### src/pcm_consts.svh
// Named offsets, field positions, reset values and timing for the meter block
`ifndef PCM_CONSTS_SVH
`define PCM_CONSTS_SVH

// Register offsets
`define PCM_ADDR_METER 8'h1f
`define PCM_ADDR_CAP1 8'h20
`define PCM_ADDR_CAP2 8'h21

// Reset values
`define PCM_METER_RESET 8'h00
`define PCM_CAP_RESET 8'h00
`define PCM_ZERO8 8'h00

// Capability register field positions
`define PCM_BIT_HOLD 3'h7
`define PCM_BIT_FREQ 3'h5
`define PCM_BIT_EQ 3'h4
`define PCM_BIT_TWO_LANE 3'h3
`define PCM_BIT_LANE_SEL 3'h2

// Edge count ceiling
`define PCM_COUNT_MAX 8'hff
`define PCM_COUNT_ONE 8'h01

// Timing: system clock and oscillator period in ns
`define PCM_CLK_PERIOD_NS 8
`define PCM_OSC_PERIOD_NS 40
`define PCM_OSC_DIV_CYCLES \
	((`PCM_OSC_PERIOD_NS + `PCM_CLK_PERIOD_NS - 1) / `PCM_CLK_PERIOD_NS)

`endif

### src/pcm_pkg.sv
// Types shared by the pixel clock meter and sink capability block
package pcm_pkg;

	// Register access request from the register interface
	typedef struct packed {
		logic wr;
		logic rd;
		logic [7:0] addr;
		logic [7:0] wdata;
	} pcm_reg_req_t;

	// Capability word delivered by the back channel
	typedef struct packed {
		logic valid;
		logic freq_train;
		logic eq_train;
		logic two_lane;
		logic lane_sel;
	} pcm_bc_caps_t;

	// Meter sequencing
	typedef enum logic {
		pcm_idle,
		pcm_measure
	} pcm_meter_state_t;

	// Synchroniser state
	typedef struct packed {
		logic s1;
		logic s2;
		logic prev;
	} pcm_sync_state_t;

	// Divider state
	typedef struct packed {
		logic [7:0] cnt;
		logic tick;
	} pcm_div_state_t;

	// Top level state
	typedef struct packed {
		pcm_meter_state_t meter;
		logic [7:0] edge_count;
		logic [7:0] remaining;
		logic hold;
		logic freq_req;
		logic eq_req;
		logic two_lane;
		logic lane_sel;
		logic [7:0] rdata;
		logic rvalid;
		logic busy;
	} pcm_top_state_t;

endpackage : pcm_pkg

### src/pcm_sync.sv
// Two flip-flop synchroniser with rising edge detect
`timescale 1ns/1ps

module pcm_sync (
	input wire logic clk,
	input wire logic rst,
	input wire logic async_in,
	output logic level,
	output logic rise
);

	pcm_pkg::pcm_sync_state_t q;
	pcm_pkg::pcm_sync_state_t next_q;

	// First stage feeds only the second stage
	always_comb begin
		next_q = q;
		next_q.s1 = async_in;
		next_q.s2 = q.s1;
		next_q.prev = q.s2;
	end

	always_ff @(posedge clk) begin
		if (rst) begin
			q <= '0;
		end else begin
			q <= next_q;
		end
	end

	// Edge seen only from the second stage onward
	assign level = q.s2;
	assign rise = q.s2 & ~q.prev;

endmodule : pcm_sync

### src/pcm_osc_div.sv
// Divider giving a one-cycle tick per oscillator period
`timescale 1ns/1ps

module pcm_osc_div #(
	parameter logic [7:0] DIV = 8'h05
) (
	input wire logic clk,
	input wire logic rst,
	output logic tick
);

	pcm_pkg::pcm_div_state_t q;
	pcm_pkg::pcm_div_state_t next_q;

	// Count down, tick on wrap
	always_comb begin
		next_q = q;
		next_q.tick = 1'b0;
		if (q.cnt == 8'h00) begin
			next_q.cnt = DIV - 8'h01;
			next_q.tick = 1'b1;
		end else begin
			next_q.cnt = q.cnt - 8'h01;
		end
	end

	always_ff @(posedge clk) begin
		if (rst) begin
			q <= '0;
		end else begin
			q <= next_q;
		end
	end

	assign tick = q.tick;

endmodule : pcm_osc_div

### src/pcm_top.sv
// Pixel clock frequency meter and sink capability register bank
`timescale 1ns/1ps
`include "pcm_consts.svh"

module pcm_top #(
	parameter logic [7:0] OSC_DIV = 8'(`PCM_OSC_DIV_CYCLES)
) (
	input wire logic clk,
	input wire logic rst,
	input wire pcm_pkg::pcm_reg_req_t reg_req,
	output logic [7:0] reg_rdata,
	output logic reg_rvalid,
	input wire logic pix_clk,
	input wire logic rx_lock,
	input wire pcm_pkg::pcm_bc_caps_t bc_caps,
	output logic freq_training_request,
	output logic eq_training_request,
	output logic two_lane_capable,
	output logic lane_secondary,
	output logic capability_hold,
	output logic meter_busy
);

	pcm_pkg::pcm_top_state_t q;
	pcm_pkg::pcm_top_state_t next_q;

	logic pix_level;
	logic pix_rise;
	logic lock_level;
	logic osc_tick;
	logic wr_meter;
	logic wr_cap1;
	logic bc_load;
	logic [7:0] cap1_view;

	// Pixel clock pin into the system clock, edges detected after sync
	pcm_sync u_pix_sync (
		.clk(clk),
		.rst(rst),
		.async_in(pix_clk),
		.level(pix_level),
		.rise(pix_rise)
	);

	// Receiver lock arrives from outside this clock domain
	pcm_sync u_lock_sync (
		.clk(clk),
		.rst(rst),
		.async_in(rx_lock),
		.level(lock_level),
		.rise()
	);

	// Oscillator period as a tick enable
	pcm_osc_div #(
		.DIV(OSC_DIV)
	) u_osc_div (
		.clk(clk),
		.rst(rst),
		.tick(osc_tick)
	);

	// Write decode
	assign wr_meter = reg_req.wr && (reg_req.addr == `PCM_ADDR_METER);
	assign wr_cap1 = reg_req.wr && (reg_req.addr == `PCM_ADDR_CAP1);

	// Back channel load only when locked and not held
	assign bc_load = lock_level && bc_caps.valid && !q.hold;

	// Capability register as software sees it
	always_comb begin
		cap1_view = `PCM_CAP_RESET;
		cap1_view[`PCM_BIT_HOLD] = q.hold;
		cap1_view[`PCM_BIT_FREQ] = q.freq_req;
		cap1_view[`PCM_BIT_EQ] = q.eq_req;
		cap1_view[`PCM_BIT_TWO_LANE] = q.two_lane;
		cap1_view[`PCM_BIT_LANE_SEL] = q.lane_sel;
	end

	// Next state of the whole block
	always_comb begin
		next_q = q;
		next_q.rvalid = 1'b0;

		// Meter sequencing
		unique case (q.meter)
			pcm_pkg::pcm_idle: begin
				next_q.busy = 1'b0;
			end
			pcm_pkg::pcm_measure: begin
				// Count synchronised edges, stop at the ceiling
				if (pix_rise && (q.edge_count != `PCM_COUNT_MAX)) begin
					next_q.edge_count = q.edge_count + `PCM_COUNT_ONE;
				end
				// Interval counted in oscillator periods
				if (osc_tick) begin
					next_q.remaining = q.remaining - `PCM_COUNT_ONE;
					if (q.remaining == `PCM_COUNT_ONE) begin
						next_q.meter = pcm_pkg::pcm_idle;
						next_q.busy = 1'b0;
					end
				end
			end
		endcase

		// A write clears the count and restarts the meter; a zero write stops it instead
		if (wr_meter) begin
			next_q.edge_count = `PCM_METER_RESET;
			next_q.remaining = reg_req.wdata;
			if (reg_req.wdata != `PCM_ZERO8) begin
				next_q.meter = pcm_pkg::pcm_measure;
				next_q.busy = 1'b1;
			end else begin
				next_q.meter = pcm_pkg::pcm_idle;
				next_q.busy = 1'b0;
			end
		end

		// Automatic capability load from the back channel
		if (bc_load) begin
			next_q.freq_req = bc_caps.freq_train;
			next_q.eq_req = bc_caps.eq_train;
			next_q.two_lane = bc_caps.two_lane;
			next_q.lane_sel = bc_caps.lane_sel;
		end

		// Software write wins over a same-cycle back channel load
		if (wr_cap1) begin
			next_q.hold = reg_req.wdata[`PCM_BIT_HOLD];
			next_q.freq_req = reg_req.wdata[`PCM_BIT_FREQ];
			next_q.eq_req = reg_req.wdata[`PCM_BIT_EQ];
			next_q.two_lane = reg_req.wdata[`PCM_BIT_TWO_LANE];
			next_q.lane_sel = reg_req.wdata[`PCM_BIT_LANE_SEL];
		end

		// Read answer one cycle after the strobe
		if (reg_req.rd) begin
			next_q.rvalid = 1'b1;
			if (reg_req.addr == `PCM_ADDR_METER) begin
				next_q.rdata = q.edge_count;
			end else if (reg_req.addr == `PCM_ADDR_CAP1) begin
				next_q.rdata = cap1_view;
			end else begin
				next_q.rdata = `PCM_ZERO8;
			end
		end
	end

	// State register
	always_ff @(posedge clk) begin
		if (rst) begin
			q.meter <= pcm_pkg::pcm_idle;
			q.edge_count <= `PCM_METER_RESET;
			q.remaining <= `PCM_ZERO8;
			q.hold <= 1'b0;
			q.freq_req <= 1'b0;
			q.eq_req <= 1'b0;
			q.two_lane <= 1'b0;
			q.lane_sel <= 1'b0;
			q.rdata <= `PCM_ZERO8;
			q.rvalid <= 1'b0;
			q.busy <= 1'b0;
		end else begin
			q <= next_q;
		end
	end

	// Outputs straight from flip-flops
	assign reg_rdata = q.rdata;
	assign reg_rvalid = q.rvalid;
	assign freq_training_request = q.freq_req;
	assign eq_training_request = q.eq_req;
	assign two_lane_capable = q.two_lane;
	assign lane_secondary = q.lane_sel;
	assign capability_hold = q.hold;
	assign meter_busy = q.busy;

endmodule : pcm_top

### config.mk
export PLATFORM = sky130hd
export DESIGN_NAME = pcm_top
export DESIGN_NICKNAME = d
export VERILOG_FILES = /design/src/pcm_pkg.sv /design/src/pcm_sync.sv /design/src/pcm_osc_div.sv /design/src/pcm_top.sv
export VERILOG_INCLUDE_DIRS = /design/src
export SDC_FILE = /design/constraint.sdc
export NUM_CORES = 1
export LEC_CHECK = 0
export BUFFER_PORTS_ARGS = -buffer_cell sky130_fd_sc_hd__buf_4
export CAP_MARGIN = 20
export CORE_UTILIZATION = 35
export CTS_CLUSTER_SIZE = 8
export DETAILED_ROUTE_END_ITERATION = 12
export GPL_ROUTABILITY_DRIVEN = 0
export GPL_TIMING_DRIVEN = 0
export SLEW_MARGIN = 40
export SYNTH_ARGS = -nofsm -noshare
export SYNTH_HDL_FRONTEND = slang
export SYNTH_SLANG_ARGS = --single-unit
### constraint.sdc
create_clock -name clk -period 2.1 [get_ports clk]
set_clock_uncertainty 0.1 [all_clocks]
set_input_delay 0.315 -clock clk [delete_from_list [all_inputs] [get_ports clk]]
set_output_delay 0.315 -clock clk [all_outputs]
set_load 0.02 [all_outputs]
Word level (Yosys, flattened, before mapping):

Cells that the tools add are included.

* muxes and demuxes: 18
* eq/ne operators: 6
* bitwise operators: 3
* $add $sub $neg: 3
* reduce and logical (&&, ||, !) cells: 16

Operator list (number)
* 17-bit 2-to-1 mux: 2
* 8-bit 2-to-1 mux: 4
* 8-bit by 1-bit subtractor with 8-bit output, second input constant: 2
* 8-bit by 1-bit adder with 8-bit output, second input constant: 1
* 8-bit by 1-bit equality test with 1-bit output, second input constant: 1
* 8-bit by 5-bit equality test with 1-bit output, second input constant: 1
* 8-bit by 6-bit equality test with 1-bit output, second input constant: 1
* 8-bit zero test: 1
* 1-bit 2-to-1 mux: 8
* 4-bit 2-to-1 mux: 2
* 8-bit != test, second input constant: 1
* 8-bit nonzero test: 1
* 3-bit by 1-bit != test with 1-bit output, second input constant: 2
* 2-bit AND reduction: 3
* 2-bit nonzero test: 3
* 1-bit logical AND: 5
* 2-bit OR reduction: 2
* 3-bit 2-to-1 mux: 1
* 1-bit inverter: 2
* 1-bit case mux with 2 select lines: 1
* 1-bit bitwise AND: 1
* 1-bit zero test: 1

* bits in registers: 46
* input bits: 27
* word-level logic and storage cells: 65
* output and inout port bits: 15

Depth between registers and ports, before layout:

Gate-level depths: netlist of run 1.

* word-level depth: 6
* depth in mapped cells: 6
* mapped depth without buffers: 6

Hierarchy:

From an unflattened synthesis of run 1, not the netlist that was laid out.

* cells, all modules: 249
* area total of the unflattened synthesis: 2208.4 µm²

By module, submodules not included
* pcm_top: area an instance 1624.1 µm², times used 1, cells each 190, sequential area each 640.6 µm²
* pcm_osc_div: area an instance 409.1 µm², times used 1, cells each 45, sequential area each 180.2 µm²
* pcm_sync: area an instance 87.6 µm², times used 2, cells each 7, sequential area each 60.1 µm²

Least setup slack after synthesis of run 1:

Ideal clock, no wire load.

* path kind: register to register
* start: register q[23] (netlist name)
* end: register q[28] (netlist name)
* clock period less this slack: 1.580 ns
* library setup time: 0.066 ns
* path buffers: 0
* cell stages (with the launch flop): 6
* data required time: 1.934 ns
* arrival: 1.414 ns
* slack: 0.520 ns
* path through: dfxtp_1 > ha_1 > nand3_1 > o21ai_4 > or4_4 > a21oi_2

* cells in the longest elaborated chain, start to end: 3
* elaborated cells between the ends (all ways): 4
* classes of those cells: 1 x add/sub; 1 x eq/ne; 2 x reduce/logical

RTL lines
* start: declaration: RTL line pcm_top.sv:24 `pcm_pkg::pcm_top_state_t q;`
* start signal: assignment: RTL line pcm_top.sv:164 `q <= next_q;`
* branches (longest 3 deep; another with 8-bit by 1-bit adder with 8-bit output)

Several ways; the timed one is not identified.
A chain may end at the register's enable or synchronous reset.

Worst setup path after layout of run 1:

Same ends and word-level chain as after synthesis.

==> results by group, run 1 <==
Logic synthesis
  – Cell accounting for the most synthesized area: dfxtp_1
  – Number of flops mapped to enable cells by yosys: 0
  – Mean Syn Cell Area: 9.11 um^2
  – Syn. warnings: 0
  – Seq/Total Area, Yosys: 0.440
  – Post-synth top area share: 0.440
  – #FFs+latches synth: 46
  – Syn Inst Count: 230
  – Netlist cell types: 38
  – Cell Area, Synth: 2090 um^2
  – Dominant cells by area after synthesis: dfxtp_1 44%, nor2_1 6.8%, mux2i_1 4.3%, a211oi_1 3.9%, xor2_1 3.8%
  – Post-synth ARST share: 0
  – Most instantiated library cell after synthesis: dfxtp_1
  – Synthesized Nets: 262
  – Top_reg_cell synth: dfxtp_1
  – Synth cell count leaders: 46 x dfxtp_1, 38 x nor2_1, 11 x a211oi_1, 11 x nor3_1

Clock tree
  – Max Root-Sink Buffers: 2
  – CTS root buf: clkbuf_8
  – CTS Buf Count: 5
  – Clock sink total: 46
  – Clock Latency Late Sink: 0.30 ns
  – Post-CTS sizing: 0
  – CTS H-tree depth: 2
  – CTS tree: done
  – Cts hold-fix bufs: 0
  – Worst-path clk slew: 0.09 ns
  – # Post-CTS Setup Buffers: 0

Min path
  – Worst Hold Class: in -> reg

Floorplan
  – Core region area: 5640 um^2
  – Die Area: 6300 um^2
  – Die width: 79.4 um
  – Row count: 27
  – Num ports: 42
  – Die height: 79.4 um
  – Initial Utilization: 0.371

Detailed routing
  – Final ANT Viol Nets: 0
  – DRC: 0
  – Drt pass-1 iters: 4
  – Via count: 1697
  – WL per Instance: 12.9 um
  – Routed wire length: 4.53 mm
  – Via density per instance: 4.83
  – DRT iter0 DRCs: 44

STA
  – Fmax: 592 MHz
  – Post-Route Setup TNS: 0 ns
  – Slew Limit Headroom: 0.670
  – Final setup viols: 0
  – Worst slew pin tran: 0.495 ns
  – Minimum clock period after layout: 1.69 ns
  – Final Hold Vio Count: 0
  – Unrepaired setup endpoints after global routing: no
  – Max Transition Viols Final: 0
  – Final Cycle Share: 0.804
  – Worst hold slack: 0.117 ns

Finish
  – Non-Filler Instances: 351
  – Layout cells sized above 1: 0.233
  – Area delta synth->final: 24.4%
  – Final Net Count: 310
  – Area occupied by multi-input gates: 1060 um^2
  – Reg area: 921 um^2
  – Fill cells: 568
  – Finished Cell Area: 2610 um^2
  – Antenna diodes: 0

Setup path
  – Worst Path Max Fanout: 5
  – Setup crit end kind: register
  – Crit start category: register
  – Crit path max-delay family: simple AND/OR/NAND/NOR gates
  – Slowest cell delay on critical path: 0.49 ns
  – Worst EP arrival: 1.83 ns
  – WP buf/inv: 0
  – Critical path type: reg -> reg
  – Worst EP required: 2.24 ns
  – CP cell instances: ha_1 -> nand3_1 -> o21ai_4 -> or4_4 -> a21oi_2
  – Slowest CP cell: or4_4

Placed design
  – Area post-placement: 2490 um^2
  – Port bufs: 41
  – Placed Cells: 343
  – Hpwl dp: 3.41 mm

Power and ir drop
  – VDD IR max: 0.423 mV
  – P per Cell Area: 787 nW/um^2
  – Total chip power: 2.05 mW
  – Pleak: 1.10 nW

Run
  – Max-cap check violation count: 0

Status
  – Status: complete, no violations

Global route
  – Vias in the first global route: 1753
  – Pin count of the biggest net entering global routing: 16
  – Initial antenna violation count: 0
  – First-pass GRT wire length: 7.73 mm
  – Grt ovf: 0
  – Tot GR Track Use: 0.159
## kinds of logic (layout without fill, tap and decap cells)
group	Yosys count	in the layout	synth area share
AO/OA/AOI/OAI	29	29	0.103
flip-flops	46	46	0.440
buffers and inverters	21	70	0.0562
adder cells (fa/ha/maj)	5	5	0.0299
multiplexers	9	9	0.0430
AND/OR/NAND/NOR	104	104	0.261
XOR/XNOR	16	16	0.0669
## final timing paths
path / startpoint / endpoint / slack, ns / cells after the start
setup / recovery: q[23] / q[28] / 0.41 / 5
hold / removal: rst / u_lock_sync.next_q[1] / 0.12 / 2
setup reg to reg: q[23] / q[28] / 0.41 / 5
hold reg to reg: u_pix_sync.next_q[1] / u_pix_sync.level / 0.35 / 1
## final cells by class
class                      count  share of cell area
multi-input combinational    163               0.405
sequential                    46               0.353
timing repair buffer          41               0.118
buffer                        16              0.0379
tap                           72              0.0346
clock buffer                   5              0.0264
clock inverter                 3              0.0173
inverter                       5             0.00720
## routing by layer
metal  global-route usage  vias to the layer above  share of wire
met1                0.184                      768           0.47
met2                0.280                       24           0.49
met5                    0                        -              0
li1                     -                      897              -
met3               0.0368                        8          0.026
met4               0.0600                        0          0.015
## worst register-to-register path, delay by kind of cell (launching register included)
family / cells / cell delay, ns
adder cells (fa/ha/maj): 1 / 0.27
flip-flops: 1 / 0.36
AND/OR/NAND/NOR: 2 / 0.68
AO/OA/AOI/OAI: 2 / 0.23
## cell usage in the layout (no fill, tap or decap), types with 5 or more instances in the layout
cell type,count
a211oi_1,11
nor2_1,38
xnor2_1,7
dfxtp_1,46
inv_1,5
nand2_1,8
nor3_1,11
xor2_1,9
ha_1,5
clkbuf_8,5
nand2b_1,5
buf_4,49
nor2b_1,8
clkbuf_1,6
mux2i_1,9
nand3_1,9
a21oi_1,7
a221oi_1,5
and3_1,5
## report_power, final
| part | leakage [nW] | internal, mW | switching, mW |
|---|---|---|---|
| logic | 0.673 | 0.184 | 0.190 |
| clock network | 0.0504 | 0.354 | 0.311 |
| registers | 0.375 | 0.945 | 0.0656 |
| total | 1.10 | 1.48 | 0.566 |
## through the flow
stage	util	worst slack, ns
after floorplan	-	0.520
after global routing	0.462	0.318
after global placement	0.442	0.245
after detailed placement	0.442	0.280
final	0.462	0.411
after CTS	0.462	0.395
## flip-flops by register name, summed over array words and instances, names as in the netlist
register / cells
capability_hold: 1
eq_training_request: 1
freq_training_request: 1
lane_secondary: 1
meter_busy: 1
q: 17
reg_rdata: 8
reg_rvalid: 1
two_lane_capable: 1
u_lock_sync.level: 1
u_lock_sync.next_q: 1
u_osc_div.q: 8
u_osc_div.tick: 1
u_pix_sync.level: 1
u_pix_sync.next_q: 1
u_pix_sync.q: 1
No activity file was read; power rests on OpenSTA's default activity.
==> run 2, diff against run 1 <==
Clock period 2.1 ns to 1.4 ns, I/O delays scaled along.
==> results by group, run 2 (same netlist as run 1, synthesis figures left out) <==
Power and ir drop
  – Switch Pwr: 0.894 mW (was 0.566 mW)
  – VDD IR max: 0.776 mV (was 0.423 mV)
  – Combinational power share: 0.200 (was 0.183)
  – Internal power: 2.26 mW (was 1.48 mW)
  – Clock power frac: 0.313 (was 0.324)
  – Seq pwr share: 0.487 (was 0.493)
  – P per Cell Area: 1120 nW/um^2 (was 787 nW/um^2)
  – Switching part of the total: 0.284 (was 0.276)
  – Pleak: 1.19 nW (was 1.10 nW)

Placed design
  – Placed Cells: 343 (unchanged)
  – Port bufs: 41 (unchanged)
  – Hpwl dp: 3.46 mm (was 3.41 mm)

Finish
  – Final core utilization: 0.500 (was 0.462)
  – Layout cells sized above 1: 0.338 (was 0.233)
  – Commonest non-fill, non-tap cells in the layout: 59 x buf_4, 39 x dfxtp_1, 38 x nor2_1 (was 49 x buf_4, 46 x dfxtp_1, 38 x nor2_1)
  – Most common library cell in the layout ignoring fill and taps: buf_4 (unchanged)
  – Non-Filler Instances: 362 (was 351)
  – Top reg by flops: q (unchanged)
  – Area delta synth->final: 34.8% (was 24.4%)
  – Largest register FFs: 17 (unchanged)
  – Final Net Count: 321 (was 310)
  – Antenna diodes: 0 (unchanged)

STA
  – Final setup viols: 1 (was 0)
  – Unrepaired setup endpoints after global routing: yes (was no)
  – Slew Limit Headroom: 0.646 (was 0.670)
  – Max Transition Viols Final: 0 (unchanged)
  – Final Hold Vio Count: 0 (unchanged)
  – Fmax: 699 MHz (was 592 MHz)
  – Worst slew pin tran: 0.531 ns (was 0.495 ns)
  – Minimum clock period after layout: 1.43 ns (was 1.69 ns)
  – Final WS setup: -0.0310 ns (was 0.411 ns)
  – Final Cycle Share: 1.02 (was 0.804)

Global route
  – Vias in the first global route: 1661 (was 1753)
  – Initial antenna violation count: 0 (unchanged)
  – Grt ovf: 0 (unchanged)
  – First-pass GRT wire length: 8.00 mm (was 7.73 mm)
  – Pin count of the biggest net entering global routing: 15 (was 16)
  – Tot GR Track Use: 0.166 (was 0.159)

Floorplan
  – Num ports: 42 (unchanged)
  – Die Area: 6300 um^2 (unchanged)
  – Row count: 27 (unchanged)
  – Die height: 79.4 um (unchanged)
  – Core region area: 5640 um^2 (unchanged)
  – Initial Utilization: 0.371 (unchanged)
  – Die width: 79.4 um (unchanged)

Setup path
  – Crit start category: register (unchanged)
  – Critical path type: reg -> reg (unchanged)
  – Worst EP arrival: 1.56 ns (was 1.83 ns)
  – Worst EP required: 1.53 ns (was 2.24 ns)
  – Worst Path Max Fanout: 5 (unchanged)
  – Setup crit end kind: register (unchanged)

Detailed routing
  – Routed wire length: 4.89 mm (was 4.53 mm)
  – DRT iter0 DRCs: 100 (was 44)
  – Drt pass-1 iters: 4 (unchanged)
  – Via density per instance: 5.01 (was 4.83)
  – WL per Instance: 13.5 um (was 12.9 um)
  – Via count: 1815 (was 1697)
  – Final ANT Viol Nets: 0 (unchanged)
  – DRC: 0 (unchanged)

Clock tree
  – CTS tree: done (unchanged)
  – Clock Latency Late Sink: 0.30 ns (about the same)
  – CTS root buf: clkbuf_8 (unchanged)
  – Max Root-Sink Buffers: 2 (unchanged)
  – Worst-path clk slew: 0.09 ns (about the same)
  – CTS Buf Count: 5 (unchanged)
  – CTS H-tree depth: 2 (unchanged)
  – Clock sink total: 46 (unchanged)

Min path
  – Worst Hold Class: in -> reg (unchanged)

Run
  – Max-cap check violation count: 0 (unchanged)

Status
  – Status: finished, violations left (was complete, no violations)
  – Failing checks: setup timing
## run 2: changes by cell type in the layout (fill, tap and decap cells not counted), moves of 3 or more
cell | before | now
nand3_1 | 9 | 6
dfxtp_2 | 0 | 4
dfxtp_1 | 46 | 39
dfxtp_4 | 0 | 3
buf_4 | 49 | 59
## run 2: per-layer routing
metal | GRT usage | part of all wire | vias to the layer above
met5 | 0 | 0 | -
met4 | 0.0527 | 0.025 | 0
met3 | 0.0414 | 0.036 | 15
met2 | 0.265 | 0.47 | 40
met1 | 0.219 | 0.47 | 834
li1 | - | - | 926
## run 2: worst max-delay path, stage by stage, from the launching register on
cell,delay (ns)
dfxtp_4,0.35
and3b_1,0.17
buf_6,0.12
buf_4,0.14
and4_4,0.16
and3_1,0.17
nor3_1,0.15
## run 2: metrics by stage
step	setup WS [ns]	area (um^2)	TNS [ns]	hold slack (ns)	power, mW
after floorplan	-0.0293	2120	-0.0293	0.182	1.94
after CTS	-0.0352	2710	-0.0471	0.0142	3.12
after detailed placement	-0.368	2510	-8.22	0.325	2.12
after global placement	-0.354	2510	-7.74	0.314	2.10
after global routing	-0.0784	2820	-0.264	0.0361	3.33
final	-0.0310	2820	-0.0310	0.0144	3.15
## run 2: area by class of cell
type	instances	area, um^2
Fill cell	550	2820
Multi-Input combinational cell	163	1170
Sequential cell	46	937
Timing Repair Buffer	52	393
Buffer	16	101
Tap cell	72	90.1
Clock buffer	6	72.6
Clock inverter	2	37.5
Inverter	5	18.8
## run 2: power groups by stage
stage | logic [mW] | clock network [mW] | registers [mW]
6_report | 0.630 | 0.986 | 1.54
5_1_grt | 0.707 | 1.07 | 1.56
4_1_cts | 0.592 | 1.02 | 1.52
3_5_place_dp | 0.576 | 0 | 1.54
3_3_place_gp | 0.559 | 0 | 1.54
2_1_floorplan | 0.410 | 0 | 1.53
## run 2: final timing paths
check | cells past startpoint | end | slack, ns | from
max | 6 | q[30] | -0.03 | q[31]
min | 2 | u_lock_sync.next_q[1] | 0.01 | rx_lock
max reg2reg | 6 | q[30] | -0.03 | q[31]
min reg2reg | 1 | u_pix_sync.level | 0.35 | u_pix_sync.next_q[1]
## run 2: repair_timing
item / CTS / global route
hold buffers: 1 / 0
setup buffers: 4 / 6
pin swaps: 5 / 13
endpoints found under the setup margin: 15 / 36
hold endpoints to repair: 1 / 0
gates resized for setup: 12 / 18
